## src/design/asb_pkg.sv

```systemverilog
// Constants, layouts and helpers for the sequence-B trigger front end
// Notes on behaviour
// - Twelve-bit mask; bit n includes channel n
// - Launch converts enabled channels, lowest first
// - Software changes mask only while disabled
// - Three-bit trigger input select, resets zero
// - Change trigger and polarity only while disabled
// - Polarity 0 falling edge, 1 rising edge
// - Bypass bit skips the trigger synchronizer stages
// - Synchronous mode: pulse lasts one system clock
// - Bypass only for triggers synchronous to clock
// - Asynchronous mode bypass needs one converter cycle
// - Channel mask resets to all zeros
// - Start bit launches one pass, reads zero
// - Continuous bit repeats passes, ignores triggers
// - Single step converts next channel per trigger
package asb_pkg;

  // Register map, byte addresses on APB
  localparam logic [31:0] ASB_CTRL_ADDR = 32'h4001_c00c;
  localparam logic [31:0] ASB_STAT_ADDR = 32'h4001_c0fc;

  // Control register field positions
  localparam int ASB_CHAN_LSB = 0;
  localparam int ASB_CHAN_W = 12;
  localparam int ASB_TSEL_LSB = 12;
  localparam int ASB_TSEL_W = 3;
  localparam int ASB_POL_BIT = 18;
  localparam int ASB_SKIP_BIT = 19;
  localparam int ASB_START_BIT = 26;
  localparam int ASB_BURST_BIT = 27;
  localparam int ASB_STEP_BIT = 28;
  localparam int ASB_MODE_BIT = 30;
  localparam int ASB_ON_BIT = 31;

  // Status register field positions
  localparam int ASB_ST_BUSY_BIT = 0;
  localparam int ASB_ST_CHAN_LSB = 4;
  localparam int ASB_ST_PTR_LSB = 8;

  // Reset values
  localparam logic [11:0] ASB_CHAN_RST = 12'h000;
  localparam logic [2:0] ASB_TSEL_RST = 3'h0;
  localparam logic ASB_POL_RST = 1'b0;
  localparam logic ASB_SKIP_RST = 1'b0;

  // Trigger source count and pulse timing
  localparam int ASB_NUM_TRIG = 8;
  localparam int ASB_CLK_PERIOD_NS = 40;
  localparam int ASB_TRIG_MIN_NS = 40;
  localparam int ASB_TRIG_MIN_CYC =
    (ASB_TRIG_MIN_NS + ASB_CLK_PERIOD_NS - 1) / ASB_CLK_PERIOD_NS;

  // Lowest enabled channel at or above from; bit 4 flags a hit
  function automatic logic [4:0] asb_next_chan(
    input logic [11:0] mask,
    input logic [4:0] from
  );
    logic [4:0] r;
    r = 5'h00;
    for (int i = 11; i >= 0; i--) begin
      if (mask[i] && (5'(i) >= from)) begin
        r = {1'b1, 4'(i)};
      end
    end
    return r;
  endfunction : asb_next_chan

endpackage : asb_pkg

```

## src/design/asb_trig_if.sv

```systemverilog
// Hardware trigger lines between trigger sources and the sequencer
`timescale 1ns/1ps
interface asb_trig_if;
  logic [asb_pkg::ASB_NUM_TRIG-1:0] trig;
  modport dev (input trig);
  modport src (output trig);
endinterface : asb_trig_if

```

## src/design/asb_seq_dev.sv

```systemverilog
// Sequence-B control register, trigger edge detect and channel sequencer
`timescale 1ns/1ps
module asb_seq_dev (
  input wire logic pclk,
  input wire logic presetn,
  input wire logic pce,
  input wire logic psel,
  input wire logic penable,
  input wire logic pwrite,
  input wire logic [31:0] paddr,
  input wire logic [31:0] pwdata,
  output logic [31:0] prdata,
  output logic pready,
  output logic pslverr,
  asb_trig_if.dev tif,
  output logic conv_req,
  output logic [3:0] conv_chan,
  input wire logic conv_done,
  output logic pass_done
);

  typedef enum logic [0:0] {
    ASB_IDLE,
    ASB_CONV
  } asb_state_t;

  typedef struct packed {
    logic [asb_pkg::ASB_NUM_TRIG-1:0] sync1;
    logic [asb_pkg::ASB_NUM_TRIG-1:0] sync2;
    logic prev_lvl;
    logic [11:0] chan_mask;
    logic [2:0] trig_sel;
    logic pol;
    logic skip;
    logic burst;
    logic step;
    logic mode;
    logic on;
    logic ack;
    logic [31:0] rdata;
    asb_state_t state;
    logic [4:0] ptr;
    logic [3:0] chan;
    logic req;
    logic done;
    logic go;
  } asb_dev_st_t;

  asb_dev_st_t st_r;
  asb_dev_st_t st_nxt;

  logic access;
  logic hit_ctrl;
  logic hit_stat;
  logic wr_ctrl;
  logic start_wr;
  logic lvl;
  logic edge_seen;
  logic launch;
  logic [4:0] first_hit;
  logic [4:0] step_hit;
  logic [4:0] after_hit;
  logic [31:0] ctrl_view;
  logic [31:0] stat_view;

  // Bus decode; the slave inserts one wait state so read data is registered
  assign access = psel && penable;
  assign hit_ctrl = (paddr == asb_pkg::ASB_CTRL_ADDR);
  assign hit_stat = (paddr == asb_pkg::ASB_STAT_ADDR);
  assign pready = access && st_r.ack;
  assign pslverr = pready && !(hit_ctrl || hit_stat);
  assign wr_ctrl = pready && pwrite && hit_ctrl && pce;
  // Start strobe, held one cycle so it acts on the word just written
  assign start_wr = wr_ctrl && pwdata[asb_pkg::ASB_START_BIT];

  // Register views; reserved and start bits read zero
  always_comb begin
    ctrl_view = 32'h0000_0000;
    ctrl_view[asb_pkg::ASB_CHAN_LSB +: asb_pkg::ASB_CHAN_W] = st_r.chan_mask;
    ctrl_view[asb_pkg::ASB_TSEL_LSB +: asb_pkg::ASB_TSEL_W] = st_r.trig_sel;
    ctrl_view[asb_pkg::ASB_POL_BIT] = st_r.pol;
    ctrl_view[asb_pkg::ASB_SKIP_BIT] = st_r.skip;
    ctrl_view[asb_pkg::ASB_BURST_BIT] = st_r.burst;
    ctrl_view[asb_pkg::ASB_STEP_BIT] = st_r.step;
    ctrl_view[asb_pkg::ASB_MODE_BIT] = st_r.mode;
    ctrl_view[asb_pkg::ASB_ON_BIT] = st_r.on;
    stat_view = 32'h0000_0000;
    stat_view[asb_pkg::ASB_ST_BUSY_BIT] = (st_r.state == ASB_CONV);
    stat_view[asb_pkg::ASB_ST_CHAN_LSB +: 4] = st_r.chan;
    stat_view[asb_pkg::ASB_ST_PTR_LSB +: 5] = st_r.ptr;
  end

  // Selected trigger level; bypass trades metastability for latency
  assign lvl = st_r.skip ? tif.trig[st_r.trig_sel] :
    st_r.sync2[st_r.trig_sel];

  // Edge against last cycle's level, in the chosen direction
  assign edge_seen = st_r.pol ? (lvl && !st_r.prev_lvl) :
    (!lvl && st_r.prev_lvl);

  // Triggers count only while on; continuous mode ignores them
  assign launch = st_r.on &&
    ((edge_seen && !st_r.burst) || st_r.go || st_r.burst);

  // Channel search: full pass from 0, step from the pointer
  assign first_hit = asb_pkg::asb_next_chan(st_r.chan_mask, 5'h00);
  assign step_hit = asb_pkg::asb_next_chan(st_r.chan_mask, st_r.ptr);
  assign after_hit = asb_pkg::asb_next_chan(st_r.chan_mask,
    {1'b0, st_r.chan} + 5'h01);

  // Next state of the whole block
  always_comb begin
    st_nxt = st_r;
    st_nxt.req = 1'b0;
    st_nxt.done = 1'b0;
    // One-cycle start pulse; dropped if the sequencer is busy
    st_nxt.go = start_wr;

    // Two-stage synchronizer on every trigger line
    st_nxt.sync1 = tif.trig;
    st_nxt.sync2 = st_r.sync1;
    st_nxt.prev_lvl = lvl;

    // Wait-state flag and registered read data
    st_nxt.ack = access && !st_r.ack;
    if (access && !st_r.ack) begin
      st_nxt.rdata = hit_ctrl ? ctrl_view :
        (hit_stat ? stat_view : 32'h0000_0000);
    end

    // Control write; mask stored as written, software keeps it stable
    if (wr_ctrl) begin
      st_nxt.chan_mask = pwdata[asb_pkg::ASB_CHAN_LSB +:
        asb_pkg::ASB_CHAN_W];
      st_nxt.trig_sel = pwdata[asb_pkg::ASB_TSEL_LSB +:
        asb_pkg::ASB_TSEL_W];
      st_nxt.pol = pwdata[asb_pkg::ASB_POL_BIT];
      st_nxt.skip = pwdata[asb_pkg::ASB_SKIP_BIT];
      st_nxt.burst = pwdata[asb_pkg::ASB_BURST_BIT];
      st_nxt.step = pwdata[asb_pkg::ASB_STEP_BIT];
      st_nxt.mode = pwdata[asb_pkg::ASB_MODE_BIT];
      st_nxt.on = pwdata[asb_pkg::ASB_ON_BIT];
    end

    // Sequencer
    unique case (st_r.state)
      ASB_IDLE: begin
        if (launch) begin
          if (st_r.step && !st_r.burst) begin
            // One channel per launch, wrapping after the last
            if (step_hit[4]) begin
              st_nxt.chan = step_hit[3:0];
              st_nxt.state = ASB_CONV;
              st_nxt.req = 1'b1;
            end else if (first_hit[4]) begin
              st_nxt.chan = first_hit[3:0];
              st_nxt.state = ASB_CONV;
              st_nxt.req = 1'b1;
            end
          end else if (first_hit[4]) begin
            // Whole pass begins at the lowest enabled channel
            st_nxt.chan = first_hit[3:0];
            st_nxt.state = ASB_CONV;
            st_nxt.req = 1'b1;
          end
        end
      end
      ASB_CONV: begin
        if (conv_done) begin
          if (st_r.step && !st_r.burst) begin
            // Remember where the next step resumes
            st_nxt.ptr = after_hit[4] ? {1'b0, after_hit[3:0]} : 5'h00;
            st_nxt.state = ASB_IDLE;
            st_nxt.done = !after_hit[4];
          end else if (after_hit[4] && st_r.on) begin
            // Disable halts at the end of the current conversion
            st_nxt.chan = after_hit[3:0];
            st_nxt.req = 1'b1;
          end else begin
            // Pass ends; idle relaunches while continuous is set
            st_nxt.ptr = 5'h00;
            st_nxt.state = ASB_IDLE;
            st_nxt.done = !after_hit[4];
          end
        end
      end
    endcase
  end

  // State register; the clock enable freezes everything
  always_ff @(posedge pclk or negedge presetn) begin
    if (!presetn) begin
      st_r.sync1 <= '0;
      st_r.sync2 <= '0;
      st_r.prev_lvl <= 1'b0;
      st_r.chan_mask <= asb_pkg::ASB_CHAN_RST;
      st_r.trig_sel <= asb_pkg::ASB_TSEL_RST;
      st_r.pol <= asb_pkg::ASB_POL_RST;
      st_r.skip <= asb_pkg::ASB_SKIP_RST;
      st_r.burst <= 1'b0;
      st_r.step <= 1'b0;
      st_r.mode <= 1'b0;
      st_r.on <= 1'b0;
      st_r.ack <= 1'b0;
      st_r.rdata <= 32'h0000_0000;
      st_r.state <= ASB_IDLE;
      st_r.ptr <= 5'h00;
      st_r.chan <= 4'h0;
      st_r.req <= 1'b0;
      st_r.done <= 1'b0;
      st_r.go <= 1'b0;
    end else if (pce) begin
      st_r <= st_nxt;
    end
  end

  // Outputs from flip-flops
  assign prdata = st_r.rdata;
  assign conv_req = st_r.req;
  assign conv_chan = st_r.chan;
  assign pass_done = st_r.done;

endmodule : asb_seq_dev

```

## src/flat_wrapper.sv

```systemverilog
// flat-port wrapper written by rule: the top's interface ports become plain ports
module asb_seq_dev_flat 
  (pclk, presetn, pce, psel, penable, pwrite, paddr, pwdata, prdata, pready, pslverr, conv_req, conv_chan, conv_done, pass_done, tif_trig);
  asb_trig_if tif_i ();
  input wire logic pclk;
  input wire logic presetn;
  input wire logic pce;
  input wire logic psel;
  input wire logic penable;
  input wire logic pwrite;
  input wire logic [31:0] paddr;
  input wire logic [31:0] pwdata;
  output logic [31:0] prdata;
  output logic pready;
  output logic pslverr;
  output logic conv_req;
  output logic [3:0] conv_chan;
  input wire logic conv_done;
  output logic pass_done;
  input wire logic [$bits(tif_i.trig)-1:0] tif_trig;
  assign tif_i.trig = tif_trig;
  asb_seq_dev u_core (.pclk(pclk), .presetn(presetn), .pce(pce), .psel(psel), .penable(penable), .pwrite(pwrite), .paddr(paddr), .pwdata(pwdata), .prdata(prdata), .pready(pready), .pslverr(pslverr), .tif(tif_i), .conv_req(conv_req), .conv_chan(conv_chan), .conv_done(conv_done), .pass_done(pass_done));
endmodule
```

## config.mk

```make
export PLATFORM = sky130hd
export DESIGN_NAME = asb_seq_dev_flat
export DESIGN_NICKNAME = d
export VERILOG_FILES = /design/src/design/asb_pkg.sv /design/src/design/asb_trig_if.sv /design/src/design/asb_seq_dev.sv /design/src/flat_wrapper.sv
export SDC_FILE = /design/constraint.sdc
export NUM_CORES = 1
export LEC_CHECK = 0
export BUFFER_PORTS_ARGS = -buffer_cell sky130_fd_sc_hd__buf_2
export CAP_MARGIN = 20
export CELL_PAD_IN_SITES_DETAIL_PLACEMENT = 0
export CELL_PAD_IN_SITES_GLOBAL_PLACEMENT = 1
export CORE_MARGIN = 1.5
export CORE_UTILIZATION = 35
export CTS_BUF_LIST = sky130_fd_sc_hd__clkbuf_2 sky130_fd_sc_hd__clkbuf_4 sky130_fd_sc_hd__clkbuf_8
export DETAILED_ROUTE_END_ITERATION = 10
export PLACE_DENSITY_LB_ADDON = 0.15
export SYNTH_ARGS = -nofsm -noshare
export SYNTH_HDL_FRONTEND = slang
export SYNTH_SLANG_ARGS = --single-unit
```

## constraint.sdc

```tcl
create_clock -name pclk -period 4.85 [get_ports pclk]
set_input_delay 0.485 -clock pclk [delete_from_list [all_inputs] [get_ports pclk]]
set_output_delay 0.485 -clock pclk [all_outputs]
set_load 0.005 [all_outputs]
```

Word level (Yosys, flattened, before mapping) --
Index checks and enable logic that the tools add are counted.
Operators by class: add/subtract/negate cells 1, order comparisons 25, equal/unequal tests 7, multiplexer cells 63, bitwise gates (word level) 1, reductions and logical operators 51
Operators with widths (number):
- 2-to-1 mux 5 bit | 42
- equality test 32 x 31 -> 1 bit, second input constant | 2
- >= comparator 3 x 5 -> 1 bit, first input constant | 8
- >= comparator 4 x 5 -> 1 bit, first input constant | 8
- logical AND 1 bit | 38
- 2-to-1 mux 32 bit | 1
- >= comparator 1 x 5 -> 1 bit, first input constant | 4
- >= comparator 2 x 5 -> 1 bit, first input constant | 4
- 2-to-1 mux 13 bit | 1
- 2-to-1 mux 12 bit | 1
- 2-to-1 mux 6 bit | 2
- 2-to-1 mux 1 bit | 11
- one-hot mux 5 bit (2 select lines) | 1
- binary-select mux 1 bit (select 3 bit) | 2
- zero test 1 bit | 6
- != test 2 bit, second input constant | 3
- adder 4 x 1 -> 5 bit, second input constant | 1
- AND reduction 5 bit | 1
- < comparator 3 x 4 -> 1 bit, second input constant | 1
- 2-to-1 mux 4 bit | 1
- != test 2 x 1 -> 1 bit, second input constant | 2
- AND reduction 2 bit | 2
- AND reduction 4 bit | 1
- logical OR 1 bit | 3
- other kinds (2) | 2
Storage, ports and cells: bits in registers 84, input bits 79, output and inout port bits 40, word-level logic and storage cells 167

Depth between registers and ports, before layout --
word-level depth 20, depth in mapped cells 10, gate-level depth less buffers 9

Worst setup path after synthesis --
OpenSTA, ideal clock, no wires.
path type register to register, start point register u_core.st_r (netlist bit u_core.conv_chan[1]), end point register u_core.st_r (netlist bit u_core.conv_chan[0]), library setup time 126 ps, arrival time 2501 ps, required time 4724 ps, path slack 2223 ps, stages on the path, launching flop included 11, path buffers 1, period minus slack after synthesis 2627 ps, cells stage by stage dfrtp_1 > buf_2 > inv_1 > ha_1 > or3b_4 > o21ai_1 > a211oi_1 > nor4b_2 > a21oi_1 > and3_2 > a221o_1
On the way: word-level cells in the longest chain between the ends 19, elaborated cells between the ends (all ways) 44, those cells by class 1 x add/sub; 12 x order compare; 1 x eq/ne; 16 x mux; 14 x reduce/logical
Ends and longest elaborated chain:
- start: declaration | line asb_seq_dev.sv:49 | asb_dev_st_t st_r;
- start signal: assignment | line asb_seq_dev.sv:213 | st_r <= st_nxt;
- adder 4 x 1 -> 5 bit * | line asb_seq_dev.sv:109 | {1'b0, st_r.chan} + 5'h01);
- >= comparator 4 x 5 -> 1 bit | line asb_pkg.sv:62 | if (mask[i] && (5'(i) >= from)) begin
- logical AND 1 bit | line asb_pkg.sv:62
- 2-to-1 mux 5 bit (11 in a row) | line asb_pkg.sv:62
- 2-to-1 mux 5 bit * | line asb_pkg.sv:62
- 2-to-1 mux 5 bit | line asb_seq_dev.sv:175 | end else if (after_hit[4] && st_r.on) begin
- 2-to-1 mux 5 bit | line asb_seq_dev.sv:170 | if (st_r.step && !st_r.burst) begin
- 2-to-1 mux 12 bit | line asb_seq_dev.sv:169 | if (conv_done) begin
- one-hot mux 5 bit (2 select lines) | line asb_seq_dev.sv:146 | unique case (st_r.state)
Mark *: on every way between the ends. The rest lies on a longest branch, timed or not. The select of a mux whose other input is x is not followed. A chain may end at the register's enable or synchronous reset.

Worst setup path after layout --
start point register u_core.st_r (netlist bit u_core.conv_chan[0]), end point register u_core.st_r (netlist bit u_core.conv_chan[0])
On the way: word-level cells in the longest chain between the ends 19, elaborated cells between the ends (all ways) 48, those cells by class 1 x add/sub; 12 x order compare; 1 x eq/ne; 20 x mux; 14 x reduce/logical
Ends and longest elaborated chain (line):
- adder 4 x 1 -> 5 bit | asb_seq_dev.sv:109
- >= comparator 4 x 5 -> 1 bit | asb_pkg.sv:62
- logical AND 1 bit | asb_pkg.sv:62
- 2-to-1 mux 5 bit (12 in a row) | asb_pkg.sv:62
- 2-to-1 mux 5 bit | asb_seq_dev.sv:175
- 2-to-1 mux 5 bit | asb_seq_dev.sv:170
- 2-to-1 mux 12 bit | asb_seq_dev.sv:169
- one-hot mux 5 bit (2 select lines) | asb_seq_dev.sv:146
Several ways; a longest one is shown, not always the timed one. The select of a mux whose other input is x is not followed.

==> metrics.txt <==
largest net degree at the start of global routing=73; Inserted Diodes=0; GRT Residual Overflow=0; share of cells above drive strength 1=32.4%; die area=0.0134 mm2; pre-CTS WS=1.54 ns; slowest stage cell, crit path=dfrtp_1; register area share after synthesis=40.5%; Async SR Flop Fraction=100%; Clock Root Buffer=clkbuf_8; Final period util=69.6%; CP Class=reg -> reg; CP Capture Type=register; Worst EP required=5.11 ns; Final GP Congestion=0.911; ANT nets after route=0; DR iter-0 viols=280; number of global-route vias before repair=3,539; Max VDD drop=0.188 mV; I/O Buffers=97; synth warn=0; Synth Flop Type=dfrtp_1; TritonCTS clock tree=done; fmax=296 MHz; most common cell after layout, fill and taps aside=buf_2; crit path launch type=register; status=complete, no violations; Num CTS Buffers=9; Total Power=1.27 mW; initial antenna violation count=0; most frequent cells in the layout=97 x buf_2, 72 x dfrtp_1, 41 x nand2_1; Clock Latency Late Sink=0.37 ns; Buf+Inv Stages, Crit Path=0; slowest stage delay, CP=0.70 ns; Die Ht=116 um; Synth Register Bits=72; # setup viols final=0; final WL=11,400 um; post-DP HPWL=8300 um; Slew Viols, Final=0; minimum clock period=3.38 ns; clock transition at the registers of the reported paths=0.08 ns; endpoints failing hold=0; DR WL/cell=16.5 um; Via density=5.32; cell count after synthesis=457; post-CTS setup buffers=0; crit-path cells=ha_1 -> and4b_1 -> a21oi_1 -> a21o_1 -> nor4b_2 -> a21oi_1 -> and3_2 -> a221o_1; Maximum Capacitance Violations=0; global-route wire length before repair=18,300 um; CP Max Fanout=15; die width=116 um; Unique masters post-synth=75; Layout Area Growth over Synthesis=12.8%; actual slew at the worst max-slew pin=1.01 ns; maximum level of the CTS H-tree=3; Top delay family on crit path=compound AO/OA/AOI/OAI gates; first drt pass iteration count=4; Worst Hold Class=in -> reg; worst path arrival time=3.64 ns; Synth Cell Area=0.00445 mm2; Mapped Avg Cell Area=9.73 um2; Slew HR=31.9%; # clock sinks=72; Post-synth EDFFs=0; Core Area=0.0122 mm2; Starting Density=36.4%; GRT Overall Usage=18.0%; row count=40; most used cell, CP=a21oi_1; I/O pin total=119; pwr dens=253 mW/mm2; hold-fix buffers at CTS=0; post-CTS resize count=0; RSZ-0062 raised after global routing=no; routed vias=3,666; Bufs on Longest Clock Path=2; Pleak=2.22 nW; Setup TNS Final=0 ns; Worst Clk Skew=0.00648 ns; DRC=0; # nets final=599; Hold WS=0.310 ns; Final WS setup=1.47 ns
-- Yosys cell counts (all sizes together), types with 3 or more instances --
library cell  number  area, um2
and3               4       27.5
nor3               5       25.0
nand3              5       25.0
a21o               5       37.5
clkbuf            15       56.3
a31oi              6       37.5
inv               14       52.6
buf               47        342
nand4b             3       26.3
mux2              33        372
dfrtp             72       1800
ha                 4       50.1
nor2              36        138
nand2             41        154
o31ai              4       30.0
a221oi            11       96.3
nor4               7       50.1
a211oi             8       60.1
mux2i              4       40.0
nand4              5       31.3
nor4b              4       41.3
a21oi             17       96.4
mux4               4        105
nand2b             6       37.5
a22o               7       66.3
o21ai             31        159
a21boi             6       45.0
nor2b              7       43.8
-- worst min-delay path: cells and delay by family --
family	cells	cell delay [ns]
buffers and inverters	1	0.07
AO/OA/AOI/OAI	1	0.05
AND/OR/NAND/NOR	1	0.03
-- worst paths after layout --
path                                                 start                               end  slack [ns]  cells after the start
setup / recovery           u_core.conv_chan[0]$_DFFE_PN0P_   u_core.conv_chan[0]$_DFFE_PN0P_        1.47                      8
setup reg to reg           u_core.conv_chan[0]$_DFFE_PN0P_   u_core.conv_chan[0]$_DFFE_PN0P_        1.47                      8
hold / removal                                  pwdata[11]  u_core.ctrl_view[11]$_DFFE_PN0P_        0.31                      3
max in group asynchronous                          presetn     u_core.prdata[10]$_DFFE_PN0P_        3.91                      2
hold reg to reg               u_core.prdata[1]$_DFFE_PN0P_      u_core.prdata[1]$_DFFE_PN0P_        0.48                      2
min in group asynchronous                          presetn   u_core.conv_chan[2]$_DFFE_PN0P_        0.32                      2
-- flip-flops by register name, indices dropped and copies added, names as in the netlist --
| name | flops |
|---|---|
| u_core.conv_chan | 4 |
| u_core.prdata | 21 |
| u_core.ctrl_view | 21 |
| u_core.st_r | 16 |
| u_core.conv_req | 1 |
| u_core.st_nxt | 8 |
| u_core.pass_done | 1 |
-- layout make-up --
type	instances	area, um2
fillers	1271	7200
multi-input cells	318	2220
flip-flops and latches	72	1800
repair buffers	101	531
well taps	168	210
clock buffers	9	124
clock inverters	7	78.8
inverters	14	52.6
-- stage by stage --
step | instance area [um2] | cells | utilization (%)
after floorplan | 4480 | 467 | -
after global placement | 4780 | 671 | 39.2
after detailed placement | 4780 | 671 | 39.2
after CTS | 4990 | 687 | 40.8
after global routing | 5020 | 689 | 41.1
final | 5020 | 689 | 41.1
-- routing by layer --
layer  GRT usage (%)  vias to the layer above  part of all wire (%)
met4            6.99                        0                   2.0
met3            4.39                       19                   7.4
li1                -                     1761                     -
met5               0                        -                     0
met1            24.5                     1753                    46
met2            27.8                      133                    45
-- kinds of logic (layout without fill, tap and decap cells) --
| kind of cell | count (synthesis) | count (layout) | synth area share (%) |
|---|---|---|---|
| simple gates | 136 | 136 | 16.0 |
| compound gates | 125 | 125 | 20.0 |
| buf+inv | 77 | 131 | 10.4 |
| flops | 72 | 72 | 40.5 |
| mux | 41 | 41 | 11.6 |
| fa+ha+maj | 4 | 4 | 1.13 |
| other cells | 1 | 11 | 0.0844 |
| xor+xnor | 1 | 1 | 0.197 |
-- power by group --
group / switching, mW / internal [mW] / total (mW)
sequential: 0.0156 / 0.634 / 0.650
clock: 0.250 / 0.243 / 0.493
combinational: 0.0594 / 0.0660 / 0.125
total: 0.325 / 0.944 / 1.27
Note: power is estimated with default switching activity, not from simulation.
